`src/verilog/loop_cal_pkg.sv`:
```
// Purpose: Shared constants and carrier types for the loop compensation
//          calibration controller.
// Assumes: 16-bit command registers; resonance ratio as Fsw/Flc in 8.8 form.
// Notes:   Command codes below select registers on the command port.
package loop_cal_pkg;

	// Command codes of the register port.
	localparam logic [7:0] CMD_CAL_MODE = 8'hD0;
	localparam logic [7:0] CMD_COMP_MODEL = 8'hD1;
	localparam logic [7:0] CMD_FB_GAIN = 8'hD2;
	localparam logic [7:0] CMD_DAMPING = 8'hD3;
	localparam logic [7:0] CMD_LOOP_CFG = 8'hD4;

	// Reset values.
	localparam logic [15:0] CAL_MODE_RST = 16'h024B;
	localparam logic [15:0] FB_GAIN_RST = 16'h0080;
	localparam logic [15:0] DAMPING_RST = 16'h0180;
	localparam logic [15:0] LOOP_CFG_RST = 16'h0000;
	localparam logic [15:0] UNMAPPED_READ = 16'h0000;

	// Field positions in the calibration mode and loop configuration registers.
	localparam int MODE_AUTO_STORE_BIT = 2;
	localparam int MODE_CONT_BIT = 8;
	localparam int MODE_AFTER_RAMP_BIT = 9;
	localparam int MODE_FIRST_ONLY_BIT = 12;
	localparam int LOOP_NEG_DUTY_BIT = 0;

	// Clamp limits of Fsw/Flc, integer part in the high byte.
	localparam logic [15:0] RATIO_MIN = 16'h1900;
	localparam logic [15:0] RATIO_MAX = 16'h4200;

	// Periodic calibration interval.
	localparam int CLK_HZ = 50_000_000;
	localparam int CAL_PERIOD_MS = 800;
	localparam longint CAL_PERIOD_CYC_L =
		longint'(CLK_HZ) * CAL_PERIOD_MS / 1000;
	localparam logic [31:0] CAL_PERIOD_CYC = CAL_PERIOD_CYC_L[31:0];

	// Settings handed to the compensation datapath.
	typedef struct packed {
		logic [15:0] ratio_flc;
		logic [15:0] fb_gain;
		logic [15:0] damping_ratio;
		logic neg_duty_en;
	} loop_settings_t;

	// Inputs for closed-loop pole placement.
	typedef struct packed {
		logic [7:0] fsw_code;
		logic [15:0] ratio_flc;
		logic [7:0] vout_code;
	} pole_select_t;

endpackage

```
`src/verilog/loop_cal_ctrl.sv`:
```
// Purpose: Selects, sequences, measures and stores the output filter
//          resonance ratio used by the state-space compensation loop.
// Assumes: rst marks input power; pins are asynchronous; NVM shares clk.
// Notes:   Model writes are refused while the output is enabled.
`timescale 1ns/1ns
`default_nettype none
module loop_cal_ctrl
	import loop_cal_pkg::*;
#(
	parameter logic [31:0] CAL_PERIOD = CAL_PERIOD_CYC
) (
	input wire logic clk,
	input wire logic rst,
	input wire logic cmd_wr,
	input wire logic cmd_rd,
	input wire logic [7:0] cmd_code,
	input wire logic [15:0] cmd_wdata,
	output logic [15:0] cmd_rdata,
	output logic cmd_write_refused,
	input wire logic output_enable_pin,
	input wire logic ramp_done_pin,
	input wire logic vout_above_90_pin,
	input wire logic [15:0] nvm_ratio_flc,
	output logic nvm_store_all,
	output logic meas_start,
	input wire logic meas_done,
	input wire logic [15:0] meas_ratio_flc,
	input wire logic [7:0] fsw_code,
	input wire logic [7:0] vout_code,
	output loop_settings_t loop_settings,
	output pole_select_t pole_select,
	output logic cal_active,
	output logic power_good_out,
	output logic power_good_oe
);

	typedef enum logic [3:0] {
		ST_OFF = 4'b0001,
		ST_RAMP = 4'b0010,
		ST_MEAS = 4'b0100,
		ST_RUN = 4'b1000
	} cal_state_t;

	// Saturates a measured ratio into the legal window.
	function automatic logic [15:0] clamp_ratio(input logic [15:0] r);
		if (r < RATIO_MIN) begin
			clamp_ratio = RATIO_MIN;
		end else if (r > RATIO_MAX) begin
			clamp_ratio = RATIO_MAX;
		end else begin
			clamp_ratio = r;
		end
	endfunction

	// Decides whether the end of a ramp must start a calibration.
	function automatic logic cal_after_ramp(input logic [15:0] mode,
		input logic first_done);
		cal_after_ramp = mode[MODE_CONT_BIT] |
			(mode[MODE_AFTER_RAMP_BIT] &
			~(mode[MODE_FIRST_ONLY_BIT] & first_done));
	endfunction

	cal_state_t state_q;
	cal_state_t state_d;
	logic [2:0] sync1_q, sync2_q, sync3_q, filt_q;
	logic enable_s, ramp_done_s, above_90_s;
	logic [15:0] cal_mode_q, comp_model_q, fb_gain_q, damping_q, loop_cfg_q;
	logic [15:0] rdata_q;
	logic refused_q, first_done_q, cal_ok_q, store_armed_q, store_q, start_q;
	logic pg_q;
	logic [31:0] period_cnt_q;
	logic period_hit, cal_finish, wr_mode, wr_model, model_locked;
	loop_settings_t settings_q;
	pole_select_t pole_q;

	// Pin inputs pass three flops; a change counts when the last two agree.
	genvar gi;
	generate
		for (gi = 0; gi < 3; gi++) begin : g_sync
			always_ff @(posedge clk) begin
				if (rst) begin
					sync1_q[gi] <= 1'b0;
					sync2_q[gi] <= 1'b0;
					sync3_q[gi] <= 1'b0;
					filt_q[gi] <= 1'b0;
				end else begin
					sync1_q[gi] <= (gi == 0) ? output_enable_pin :
						(gi == 1) ? ramp_done_pin : vout_above_90_pin;
					sync2_q[gi] <= sync1_q[gi];
					sync3_q[gi] <= sync2_q[gi];
					if (sync2_q[gi] == sync3_q[gi]) begin
						filt_q[gi] <= sync3_q[gi];
					end
				end
			end
		end
	endgenerate
	// Filtered pin levels under the names that the sequencer and power good logic use.
	assign enable_s = filt_q[0];
	assign ramp_done_s = filt_q[1];
	assign above_90_s = filt_q[2];

	// Command decode; model writes are refused while the output is enabled.
	assign model_locked = state_q != ST_OFF;
	assign wr_mode = cmd_wr && (cmd_code == CMD_CAL_MODE);
	assign wr_model = cmd_wr && (cmd_code == CMD_COMP_MODEL) &&
		!model_locked;
	assign cal_finish = (state_q == ST_MEAS) && meas_done && enable_s;
	assign period_hit = period_cnt_q >= CAL_PERIOD - 32'h0000_0001;

	// Calibration sequencer.
	always_comb begin
		state_d = state_q;
		case (state_q)
			ST_OFF: begin
				if (enable_s) begin
					state_d = ST_RAMP;
				end
			end
			ST_RAMP: begin
				if (!enable_s) begin
					state_d = ST_OFF;
				end else if (ramp_done_s) begin
					// Disabled or already-done modes skip straight to run.
					if (cal_after_ramp(cal_mode_q, first_done_q)) begin
						state_d = ST_MEAS;
					end else begin
						state_d = ST_RUN;
					end
				end
			end
			ST_MEAS: begin
				if (!enable_s) begin
					state_d = ST_OFF;
				end else if (meas_done) begin
					state_d = ST_RUN;
				end
			end
			ST_RUN: begin
				if (!enable_s) begin
					state_d = ST_OFF;
				end else if (cal_mode_q[MODE_CONT_BIT] && period_hit) begin
					state_d = ST_MEAS;
				end
			end
			default: begin
				state_d = ST_OFF;
			end
		endcase
	end

	always_ff @(posedge clk) begin
		if (rst) begin
			state_q <= ST_OFF;
		end else begin
			state_q <= state_d;
		end
	end

	// Measurement start is one pulse on entry to the measuring state.
	always_ff @(posedge clk) begin
		if (rst) begin
			start_q <= 1'b0;
		end else begin
			start_q <= (state_d == ST_MEAS) && (state_q != ST_MEAS);
		end
	end

	// Interval timer runs only while continuous mode is live in run state.
	always_ff @(posedge clk) begin
		if (rst) begin
			period_cnt_q <= 32'h0000_0000;
		end else if (state_q != ST_RUN || !cal_mode_q[MODE_CONT_BIT] ||
			period_hit) begin
			period_cnt_q <= 32'h0000_0000;
		end else begin
			period_cnt_q <= period_cnt_q + 32'h0000_0001;
		end
	end

	// Mode register keeps every written bit; only a few are decoded.
	always_ff @(posedge clk) begin
		if (rst) begin
			cal_mode_q <= CAL_MODE_RST;
		end else if (wr_mode) begin
			cal_mode_q <= cmd_wdata;
		end
	end

	// Resonance field: host write, measurement result, or NVM restore.
	always_ff @(posedge clk) begin
		if (rst) begin
			comp_model_q <= 16'h0000;
		end else if (state_q != ST_OFF && state_d == ST_OFF) begin
			comp_model_q <= nvm_ratio_flc;
		end else if (cal_finish) begin
			comp_model_q <= clamp_ratio(meas_ratio_flc);
		end else if (wr_model) begin
			comp_model_q <= cmd_wdata;
		end else if (rst == 1'b0 && state_q == ST_OFF && !first_done_q &&
			!cal_ok_q && comp_model_q == 16'h0000) begin
			// Load the stored value once after power-up.
			comp_model_q <= nvm_ratio_flc;
		end
	end

	// Tuning registers steer the loop directly.
	always_ff @(posedge clk) begin
		if (rst) begin
			fb_gain_q <= FB_GAIN_RST;
			damping_q <= DAMPING_RST;
			loop_cfg_q <= LOOP_CFG_RST;
		end else if (cmd_wr) begin
			case (cmd_code)
				CMD_FB_GAIN: fb_gain_q <= cmd_wdata;
				CMD_DAMPING: damping_q <= cmd_wdata;
				CMD_LOOP_CFG: loop_cfg_q <= cmd_wdata;
				default: ;
			endcase
		end
	end

	// First calibration since power-up is remembered until reset.
	always_ff @(posedge clk) begin
		if (rst) begin
			first_done_q <= 1'b0;
		end else if (cal_finish) begin
			first_done_q <= 1'b1;
		end
	end

	// Calibration status for power good, cleared by each new ramp.
	always_ff @(posedge clk) begin
		if (rst) begin
			cal_ok_q <= 1'b0;
		end else if (state_q == ST_OFF) begin
			cal_ok_q <= 1'b0;
		end else if (cal_finish) begin
			cal_ok_q <= 1'b1;
		end else if (state_q == ST_RAMP && state_d == ST_RUN) begin
			// No calibration planned for this ramp counts as done.
			cal_ok_q <= 1'b1;
		end
	end

	// Auto-store arms on a write with bit 2 set; arming wins over the clear on completion.
	always_ff @(posedge clk) begin
		if (rst) begin
			store_armed_q <= 1'b0;
			store_q <= 1'b0;
		end else begin
			store_q <= cal_finish && store_armed_q;
			if (wr_mode && cmd_wdata[MODE_AUTO_STORE_BIT]) begin
				store_armed_q <= 1'b1;
			end else if (cal_finish) begin
				store_armed_q <= 1'b0;
			end
		end
	end

	// Settings for the compensation datapath, refreshed every cycle.
	always_ff @(posedge clk) begin
		if (rst) begin
			settings_q <= '0;
			pole_q <= '0;
		end else begin
			settings_q.ratio_flc <= comp_model_q;
			settings_q.fb_gain <= fb_gain_q;
			settings_q.damping_ratio <= damping_q;
			settings_q.neg_duty_en <= loop_cfg_q[LOOP_NEG_DUTY_BIT];
			pole_q.fsw_code <= fsw_code;
			pole_q.ratio_flc <= comp_model_q;
			pole_q.vout_code <= vout_code;
		end
	end

	// Register readback, one cycle after the read strobe.
	always_ff @(posedge clk) begin
		if (rst) begin
			rdata_q <= UNMAPPED_READ;
			refused_q <= 1'b0;
		end else begin
			refused_q <= cmd_wr && (cmd_code == CMD_COMP_MODEL) &&
				model_locked;
			if (cmd_rd) begin
				case (cmd_code)
					CMD_CAL_MODE: rdata_q <= cal_mode_q;
					CMD_COMP_MODEL: rdata_q <= comp_model_q;
					CMD_FB_GAIN: rdata_q <= fb_gain_q;
					CMD_DAMPING: rdata_q <= damping_q;
					CMD_LOOP_CFG: rdata_q <= loop_cfg_q;
					default: rdata_q <= UNMAPPED_READ;
				endcase
			end
		end
	end
	// Power good is open drain: it pulls low until ready.
	always_ff @(posedge clk) begin
		if (rst) begin
			pg_q <= 1'b0;
		end else begin
			pg_q <= enable_s && above_90_s && cal_ok_q;
		end
	end
	// Outputs come from their registers or the state flop; power good data is tied low.
	assign cmd_rdata = rdata_q;
	assign cmd_write_refused = refused_q;
	assign nvm_store_all = store_q;
	assign meas_start = start_q;
	assign loop_settings = settings_q;
	assign pole_select = pole_q;
	assign cal_active = state_q == ST_MEAS;
	assign power_good_out = 1'b0;
	assign power_good_oe = !pg_q;

endmodule
`default_nettype wire

```
`config.mk`:
```
export PLATFORM = sky130hd
export DESIGN_NAME = loop_cal_ctrl
export DESIGN_NICKNAME = d
export VERILOG_FILES = /design/src/verilog/loop_cal_pkg.sv /design/src/verilog/loop_cal_ctrl.sv
export SDC_FILE = /design/constraint.sdc
export NUM_CORES = 1
export LEC_CHECK = 0
export ABC_CLOCK_PERIOD_IN_PS = 4200
export BUFFER_PORTS_ARGS = -buffer_cell sky130_fd_sc_hd__buf_2
export CELL_PAD_IN_SITES_DETAIL_PLACEMENT = 0
export CELL_PAD_IN_SITES_GLOBAL_PLACEMENT = 1
export CORE_MARGIN = 5
export CORE_UTILIZATION = 40
export DETAILED_ROUTE_END_ITERATION = 8
export GPL_TIMING_DRIVEN = 0
export PLACE_DENSITY = 0.9
export SKIP_LAST_GASP = 1
export SYNTH_ARGS = -nofsm -noshare
export SYNTH_HDL_FRONTEND = slang
export SYNTH_SLANG_ARGS = --single-unit
```
`constraint.sdc`:
```
create_clock -name clk -period 4.2 [get_ports clk]
set_input_delay 0.63 -clock clk [delete_from_list [all_inputs] [get_ports clk]]
set_output_delay 0.63 -clock clk [all_outputs]
set_load 0.02 [all_outputs]
```
* Word level (Yosys, flattened, before mapping)
Cells that the tools add are included.
** Cells by class
- $add $sub $neg :: 1
- Order comparisons :: 3
- Equal/unequal tests :: 18
- Mux-type cells :: 20
- Bitwise operators :: 5
- Reductions and logical operators :: 34
** Operator list (count)
- 16-bit 2-to-1 mux :: 6
- 16-bit case mux with 5 select lines :: 1
- 8-bit equality test, second input constant :: 5
- 32-bit by 1-bit adder with 32-bit output, second input constant :: 1
- 32-bit by 26-bit greater-or-equal comparator with 1-bit output, second input constant :: 1
- 4-bit 2-to-1 mux :: 8
- 1-bit logical AND :: 18
- 16-bit by 15-bit > comparator with 1-bit output, second input constant :: 1
- 16-bit logical NOT :: 1
- 16-bit by 13-bit < comparator with 1-bit output, second input constant :: 1
- 4-bit case mux with 4 select lines :: 1
- 4-bit by 1-bit equality test with 1-bit output, second input constant :: 2
- 4-bit by 3-bit equality test with 1-bit output, second input constant :: 2
- 4-bit equality test, second input constant :: 2
- 2-bit AND reduction :: 3
- 1-bit logical NOT :: 5
- 4-bit by 2-bit equality test with 1-bit output, second input constant :: 1
- 1-bit 2-to-1 mux :: 4
- 4-bit by 1-bit inequality test with 1-bit output, second input constant :: 1
- 4-bit by 3-bit inequality test with 1-bit output, second input constant :: 1
- 4-bit inequality test, second input constant :: 1
- 2-bit nonzero test :: 2
- 4-bit nonzero test :: 1
- 2-bit OR reduction :: 2
- 5 further kinds :: 10
** Storage, ports and cells
- Bits in registers :: 216
- Input port bits :: 80
- Output and inout bits :: 103

* Longest topological paths before layout
Gate-level depths: netlist (run 1).
- Word-level depth :: 12
- Mapped depth :: 9
- Mapped depth without buffers :: 7

* Least setup slack after synthesis (run 1)
OpenSTA, ideal clock, no wires.
- Path type :: in2reg
- From :: input port cmd_code[3]
- To :: register rdata_q[6] (netlist: cmd_rdata[6])
- Library setup time :: 0.091 ns
- Arrival time :: 2.198 ns
- Data required time :: 4.109 ns
- Slack :: 1.911 ns
- Stages on the path :: 7
- Cell sequence :: or2_2 or2_2 clkbuf_1 nor3_2 buf_2 nand2_1 a311oi_1
** On the way
- Word-level cells in the longest chain between the ends :: 2
- Elaborated cells on any way between the ends :: 6
- Those cells by class :: 5 x eq/ne; 1 x mux
** Ends and longest elaborated chain
- from (decl) :: RTL line loop_cal_ctrl.sv:16 : input wire logic [7:0] cmd_code,
- 8-bit equality test :: RTL line loop_cal_ctrl.sv:286 : case (cmd_code)
- 16-bit case mux with 5 select lines (*) :: RTL line loop_cal_ctrl.sv:286
- to (signal assigned) :: RTL line loop_cal_ctrl.sv:287 : CMD_CAL_MODE: rdata_q <= cal_mode_q;
- to (signal assigned) :: RTL line loop_cal_ctrl.sv:288 : CMD_COMP_MODEL: rdata_q <= comp_model_q;
- to (signal assigned) :: RTL line loop_cal_ctrl.sv:289 : CMD_FB_GAIN: rdata_q <= fb_gain_q;
- to (decl) :: RTL line loop_cal_ctrl.sv:68 : logic [15:0] rdata_q;
Mark *: on every way between the ends. The rest lies on a longest branch, timed or not.
A chain may end at the register's enable or synchronous reset.

* Worst setup path in the final report (run 1)
- From :: register state_q[0]
- To :: register comp_model_q[10]
** On the way
- Word-level cells in the longest chain between the ends :: 6
- Elaborated cells on any way between the ends :: 27
- Those cells by class :: 6 x eq/ne; 11 x mux; 10 x reduce/logical
** Ends and longest elaborated chain
- from (decl) :: RTL line loop_cal_ctrl.sv:63 : cal_state_t state_q;
- from (signal assigned) :: RTL line loop_cal_ctrl.sv:156 : state_q <= state_d;
- 4-bit 2-to-1 mux, or another cell as far along :: RTL line loop_cal_ctrl.sv:142 : end else if (cal_mode_q[MODE_CONT_BIT] && period_hit) begin
- 4-bit 2-to-1 mux, or another cell as far along :: RTL line loop_cal_ctrl.sv:140 : if (!enable_s) begin
- 4-bit case mux with 4 select lines, or another cell as far along :: RTL line loop_cal_ctrl.sv:114 : case (state_q)
- 4-bit by 1-bit equality test with 1-bit output, or another cell as far along :: RTL line loop_cal_ctrl.sv:194 : end else if (state_q != ST_OFF && state_d == ST_OFF) begin
- 1-bit logical AND, or another cell as far along :: RTL line loop_cal_ctrl.sv:194
- 4-bit nonzero test (no line) or 16-bit 2-to-1 mux (tied branches)
- to (signal assigned) :: RTL line loop_cal_ctrl.sv:195 : comp_model_q <= nvm_ratio_flc;
- to (signal assigned) :: RTL line loop_cal_ctrl.sv:197 : comp_model_q <= clamp_ratio(meas_ratio_flc);
- to (signal assigned) :: RTL line loop_cal_ctrl.sv:199 : comp_model_q <= cmd_wdata;
- to (decl) :: RTL line loop_cal_ctrl.sv:67 : logic [15:0] cal_mode_q, comp_model_q, fb_gain_q, damping_q, loop_cfg_q;
Several ways; a longest one is shown, not always the timed one.

==> results of run 1 <==
## per-stage QoR
stage               hold WS [ps]  total power [mW]  setup WS [ps]
floorplan                    414              2.75           1910
global placement             422              3.02           1360
detailed placement           425              3.03           1340
CTS                          306              5.03           1510
global route                 324              5.19           1320
finish                       323              5.00           1470
## cell usage in the layout (no fill, tap or decap), types with 5 or more instances in the layout
cell type	n
xor2_1	14
nor2b_1	76
buf_2	184
nor2_1	94
a211oi_1	5
clkbuf_1	53
clkbuf_16	23
nand3b_1	7
o21ai_0	44
nand3_1	17
conb_1	7
clkbuf_8	5
a311oi_1	20
xnor2_1	10
nor4_1	12
dfxtp_1	216
and3_1	10
nand4_1	9
inv_1	11
nor3_1	13
a21oi_1	88
mux2_2	16
buf_4	18
a22oi_1	18
nand2_1	157
a2bb2oi_1	5
## sequential cells by signal (all words and copies together) (netlist names), 3 cells and up
register / cells
sync2_q: 3
period_cnt_q: 32
loop_cfg_q: 16
state_q: 4
damping_q: 16
sync3_q: 3
cmd_rdata: 16
cal_mode_q: 16
sync1_q: 3
pole_select: 32
fb_gain_q: 16
loop_settings: 33
comp_model_q: 16
## cells in the mapped netlist, drive strengths merged (16+ instances only)
cell,count,share of area (%)
nand2,157,6.9
nor2b,76,5.6
buf,28,2.4
clkbuf,50,2.2
a21oi,88,5.2
a311oi,20,2.1
dfxtp,216,51
mux2,16,2.1
o21ai,45,2.6
a22oi,18,1.6
nand3,17,1.0
nor2,95,4.2
## metal layers
metal / GRT usage [%] / wire length [microns]
met1: 26.0 / 10800
met2: 34.0 / 12400
met3: 2.91 / 1360
met4: 5.17 / 706
met5: 0 / 0
## power by group through the flow
| stage | Sequential (mW) | Clock, mW | Combinational, mW |
|---|---|---|---|
| final | 2.27 | 2.00 | 0.727 |
| after CTS | 2.26 | 2.04 | 0.725 |
| after global routing | 2.28 | 2.13 | 0.789 |
| after detailed placement | 2.31 | 0 | 0.722 |
| after global placement | 2.31 | 0 | 0.711 |
| after floorplan | 2.33 | 0 | 0.419 |
## final cells by class
cell class	count	area share [%]
flip-flops and latches	216	41.0
plain buffers	78	3.69
inverters	11	0.392
well taps	275	3.27
clock buffers	31	6.22
clock inverters	7	0.843
multi-input cells	681	36.0
repair buffers	179	8.50
## how the worst min path moves through the flow
stage,startpoint,to,slack (ps),depth (start not counted)
detailed placement,sync1_q[0]$_SDFF_PP0_,sync2_q[0]$_SDFF_PP0_,430,1
global placement,sync1_q[2]$_SDFF_PP0_,sync2_q[2]$_SDFF_PP0_,420,1
floorplan,sync1_q[0]$_SDFF_PP0_,sync2_q[0]$_SDFF_PP0_,410,1
finish,vout_code[0],pole_select[0]$_SDFF_PP0_,320,2
global route,vout_code[0],pole_select[0]$_SDFF_PP0_,320,2
CTS,vout_code[0],pole_select[0]$_SDFF_PP0_,310,2
## logic make-up after synthesis
family	count (synthesis)	synth area share, %
AOI/OAI and AO/OA	209	15.1
xor gates and xnor gates	24	2.46
adders and majority gates	1	0.147
buffers and inverters	89	5.05
DFF	216	50.7
muxes	17	2.23
other	1	0.0440
and+or+nand+nor	423	24.2
==> results by group, run 1 <==
Timing
  – Slew @ Worst Pin: 985 ps
  – Final setup TNS: 0 ps
  – Final hold violations: 0
  – Setup Skew: 18.0 ps
  – # setup viols final: 0
  – Slew HR: 33.8%
  – Final Max Slew Viols: 0
  – RSZ-0062 raised after global routing: false
  – Final period utilization: 65.0%
  – Achievable Freq: 366 MHz
  – Final min period: 2730 ps

Synthesis
  – Syn Inst Count: 980
  – Post-Syn Area: 0.00853 sq mm
  – Post-synth EDFFs: 0
  – Syn avg cell area: 8.70 sq um
  – Ys Warns: 0
  – Netlist cell types: 64
  – Flops & latches, synth: 216
  – Post-synthesis sequential area ratio: 50.7%
  – Ys async rst share: 0%
  – Synth Flop Type: dfxtp_1

Critical path
  – R2r setup slk: 1470 ps
  – Critical Path Source: state_q[0]$_SDFF_PP1_
  – Critical path buffer and inverter count: 1
  – Crit path capture: comp_model_q[10]$_SDFFE_PP0P_
  – WP data required: 4610 ps
  – Worst-case reg-to-reg path depth: 6
  – CP cell instances: buf_2 > nor4b_4 > nand3_1 > nor4_2 > a221oi_1 > a211oi_1
  – CP max FO: 10
  – R2R Path End: comp_model_q[10]$_SDFFE_PP0P_
  – Stages on the worst setup path: 6
  – Slowest CP cell: nor4_2
  – Startpoint Class: register
  – Critical path's top delay family: simple AND/OR/NAND/NOR gates
  – Crit. End Element: register
  – Worst EP arrival: 3140 ps
  – Worst Setup Path Type: reg2reg
  – CP peak stage delay: 950 ps
  – Reg2reg start: state_q[0]$_SDFF_PP1_

Global route
  – Initial antenna violation count: 0
  – First-pass GRT wire length: 38800 microns
  – Largest net degree at the start of global routing: 14
  – Overall fraction of global-route tracks in use: 19.7%
  – Gr ovfl total: 0
  – Vias in the first global route: 7339

Route
  – Routed length per placed instance: 17.1 microns
  – Initial DRT Pass Iterations: 6
  – ANT nets after route: 0
  – Number of DRC markers in iteration 0: 394
  – Routed vias: 7703
  – Drt drc: 0
  – WL final: 25300 microns
  – Routed vias/inst: 5.21

Cells and area
  – Layout Cells excl Fill: 1478
  – Fin nets: 1271
  – P&R area growth vs syn: 23.5%
  – Multi-input logic area: 0.00380 sq mm
  – Post-Route Utilization: 50.1%
  – FF+latch area: 0.00432 sq mm
  – Layout cells sized above 1: 22.3%
  – Design Area, Final: 0.0105 sq mm
  – # diodes: 0
  – Filler Cell Count: 2028

Run status
  – Outcome: complete, no violations

Clocking
  – CTS tree: built
  – Hold Buf Count CTS: 0
  – Clock buffer depth: 3
  – Post-CTS setup buffers: 0
  – TritonCTS buffer count: 23
  – Worst-Skew Late Latency: 510 ps
  – Root Driver: clkbuf_16
  – CTS clk-pin slew, worst paths: 60 ps
  – Clock sink count: 216
  – Post-CTS sizing: 0
  – CTS H-tree depth: 1

Job
  – Max Cap Viol: 0

Pwr
  – Switching power: 1.33 mW
  – Maximum vdd ir drop: 0.000317 V
  – Flop pwr share: 45.4%
  – Clk pwr share: 40.1%
  – P_leak: 4.20 nW
  – Switch share: 26.6%
  – Logic pwr share: 14.5%
  – Cell Int Power: 3.67 mW
  – Cell Pwr Density: 474 mW/mm^2

Placed design
  – Post-DP HPWL: 18900 microns
  – Dpl cell area: 0.00979 sq mm
  – Port buffer count: 179
  – Inst Count DP: 1440
  – RePlAce Congestion: 0.879

Worst hold path
  – Hold Path Class: in2reg

Floorplan
  – FP Rows: 53
  – Core area: 0.0210 sq mm
  – Chip Width: 156 microns
  – Initial core utilization: 40.6%
  – Die ar.: 0.0243 sq mm
  – IO Pins: 183
  – Die Span Y: 156 microns
Power figures use the tool's default switching activity.
==> run 2, diff against run 1 <==
Settings changed: ABC_CLOCK_PERIOD_IN_PS 4200 to 2500, CORE_UTILIZATION 40 to 36, PLACE_DENSITY 0.9 to 0.86.
Clock period 4.2 ns to 2.5 ns, I/O delays scaled along.
==> results by group, run 2 (same netlist as run 1, synthesis figures left out) <==
Run status
  – Outcome: complete, no violations

Critical path
  – Reg2reg start: state_q[1]$_SDFF_PP0_
  – R2R Path End: comp_model_q[5]$_SDFFE_PP0P_
  – WP data required: 2930 ps
  – CP max FO: 10
  – CP peak stage delay: 470 ps
  – R2r setup slk: 160 ps
  – Worst EP arrival: 2780 ps
  – Worst Setup Path Type: reg2reg
  – Crit. End Element: register
  – Slowest CP cell: nor4b_4
  – Startpoint Class: register
  – CP cell instances: buf_2 > nor4b_4 > nand4bb_1 > clkbuf_1 > clkbuf_1 > o21ai_0 > a2bb2oi_1 > o21ai_1
  – Worst-case reg-to-reg path depth: 8
  – Top cell by count, worst path: clkbuf_1

Cells and area
  – P&R area growth vs syn: 25.8%
  – Most common cell after layout, fill and taps aside: dfxtp_1
  – Design Area, Final: 0.0107 sq mm
  – Max reg flops: 33
  – # diodes: 0
  – Fin nets: 1276
  – Layout cells sized above 1: 23.2%
  – Layout Cells excl Fill: 1532
  – Most frequent cells in the layout: dfxtp_1, buf_2, nand2_1

Route
  – Routed vias/inst: 5.05
  – Routed vias: 7734
  – Drt drc: 0
  – Initial DRT Pass Iterations: 5
  – ANT nets after route: 0
  – WL final: 25800 microns
  – Routed length per placed instance: 16.8 microns
  – Number of DRC markers in iteration 0: 497

Clocking
  – CTS H-tree depth: 1
  – Worst-Skew Late Latency: 540 ps
  – CTS tree: built
  – CTS clk-pin slew, worst paths: 60 ps
  – Clock buffer depth: 3
  – Clock sink count: 216
  – Root Driver: clkbuf_16
  – TritonCTS buffer count: 25

Floorplan
  – Core area: 0.0234 sq mm
  – Die Span Y: 164 microns
  – FP Rows: 56
  – Initial core utilization: 36.5%
  – IO Pins: 183
  – Die ar.: 0.0269 sq mm
  – Chip Width: 164 microns

Timing
  – RSZ-0062 raised after global routing: false
  – Final min period: 2340 ps
  – Slew @ Worst Pin: 832 ps
  – Final setup TNS: 0 ps
  – Final Max Slew Viols: 0
  – Setup Skew: 20.1 ps
  – Slew HR: 44.0%
  – Achievable Freq: 427 MHz
  – Final period utilization: 93.7%
  – # setup viols final: 0
  – Final hold violations: 0

Worst hold path
  – Worst Hold Depth: 2
  – Hold path endpoint: pole_select[0]$_SDFF_PP0_
  – HP Start: vout_code[0]
  – Hold Path Class: in2reg

Placed design
  – Inst Count DP: 1484
  – RePlAce Congestion: 0.855
  – Dpl cell area: 0.00985 sq mm
  – Port buffer count: 179
  – Post-DP HPWL: 19200 microns

Global route
  – First-pass GRT wire length: 39900 microns
  – Overall fraction of global-route tracks in use: 18.7%
  – Gr ovfl total: 0
  – Vias in the first global route: 7489
  – Initial antenna violation count: 0
  – Largest net degree at the start of global routing: 14

Pwr
  – Cell Pwr Density: 811 mW/mm^2
  – P_leak: 4.27 nW
  – Maximum vdd ir drop: 0.000517 V

Job
  – Max Cap Viol: 0
## run 2: cell types whose count changed in the layout (fill, tap and decap cells not counted), moves of 2 or more
cell / previous run / this run
clkbuf_8: 5 / 9
nor2_2: 1 / 3
nor2_1: 94 / 92
buf_4: 18 / 21
clkbuf_16: 23 / 25
## run 2: layout make-up
cell class              count  area, sq um
fillers                  2384        12700
plain buffers              78          390
flip-flops and latches    216         4320
repair buffers            182          918
multi-input cells         681         3820
clock buffers              39          768
clock inverters             6         70.1
well taps                 319          399
inverters                  11         41.3
## run 2: per-stage QoR
step / total power, mW / hold slack (ps) / setup WS [ps] / utilization (%)
2_1_floorplan: 4.62 / 414 / 280 / -
3_3_place_gp: 5.08 / 423 / -150 / 42.1
3_5_place_dp: 5.09 / 437 / -163 / 42.1
4_1_cts: 8.76 / 30.9 / 3.64 / 45.7
5_1_grt: 9.04 / 45.6 / 12.3 / 45.9
6_report: 8.70 / 48.5 / 157 / 45.9
## run 2: timing repair
item,in CTS,in global routing
resized for setup,2,5
endpoints found under the setup margin,10,17
buffers inserted,0,3
pin swaps,0,2
hold buffers,0,0
## run 2: critical path, delay by kind of cell, from the launching register on
| kind | cells | cell delay (ps) |
|---|---|---|
| and+or+nand+nor | 2 | 670 |
| AOI/OAI and AO/OA | 3 | 540 |
| buffers and inverters | 3 | 760 |
| DFF | 1 | 290 |
## run 2: worst max-delay path by stage
stage	from	to	cells past startpoint
2_1_floorplan	state_q[0]$_SDFF_PP1_	comp_model_q[10]$_SDFFE_PP0P_	6
3_3_place_gp	state_q[0]$_SDFF_PP1_	comp_model_q[10]$_SDFFE_PP0P_	6
3_5_place_dp	cmd_code[5]	damping_q[6]$_SDFFE_PP0P_	8
4_1_cts	state_q[1]$_SDFF_PP0_	comp_model_q[9]$_SDFFE_PP0P_	8
5_1_grt	state_q[3]$_SDFF_PP0_	comp_model_q[4]$_SDFFE_PP0P_	8
6_report	state_q[1]$_SDFF_PP0_	comp_model_q[5]$_SDFFE_PP0P_	8
## run 2: power breakdown
group          leakage, nW  total, mW  switching (mW)  internal, mW
Clock                0.418       3.64            1.43          2.21
Combinational         2.10       1.24           0.737         0.504
Sequential            1.75       3.82           0.176          3.64
Total                 4.27       8.70            2.34          6.36
## run 2: layer usage
layer | up-vias | wire length (microns) | GRT usage [%] | share of wire, %
met5 | - | 0 | 0 | 0
met4 | 0 | 789 | 6.25 | 3.1
met3 | 52 | 1510 | 2.81 | 5.8
met2 | 272 | 12600 | 31.9 | 49
met1 | 3639 | 10900 | 24.1 | 42
li1 | 3771 | - | - | -
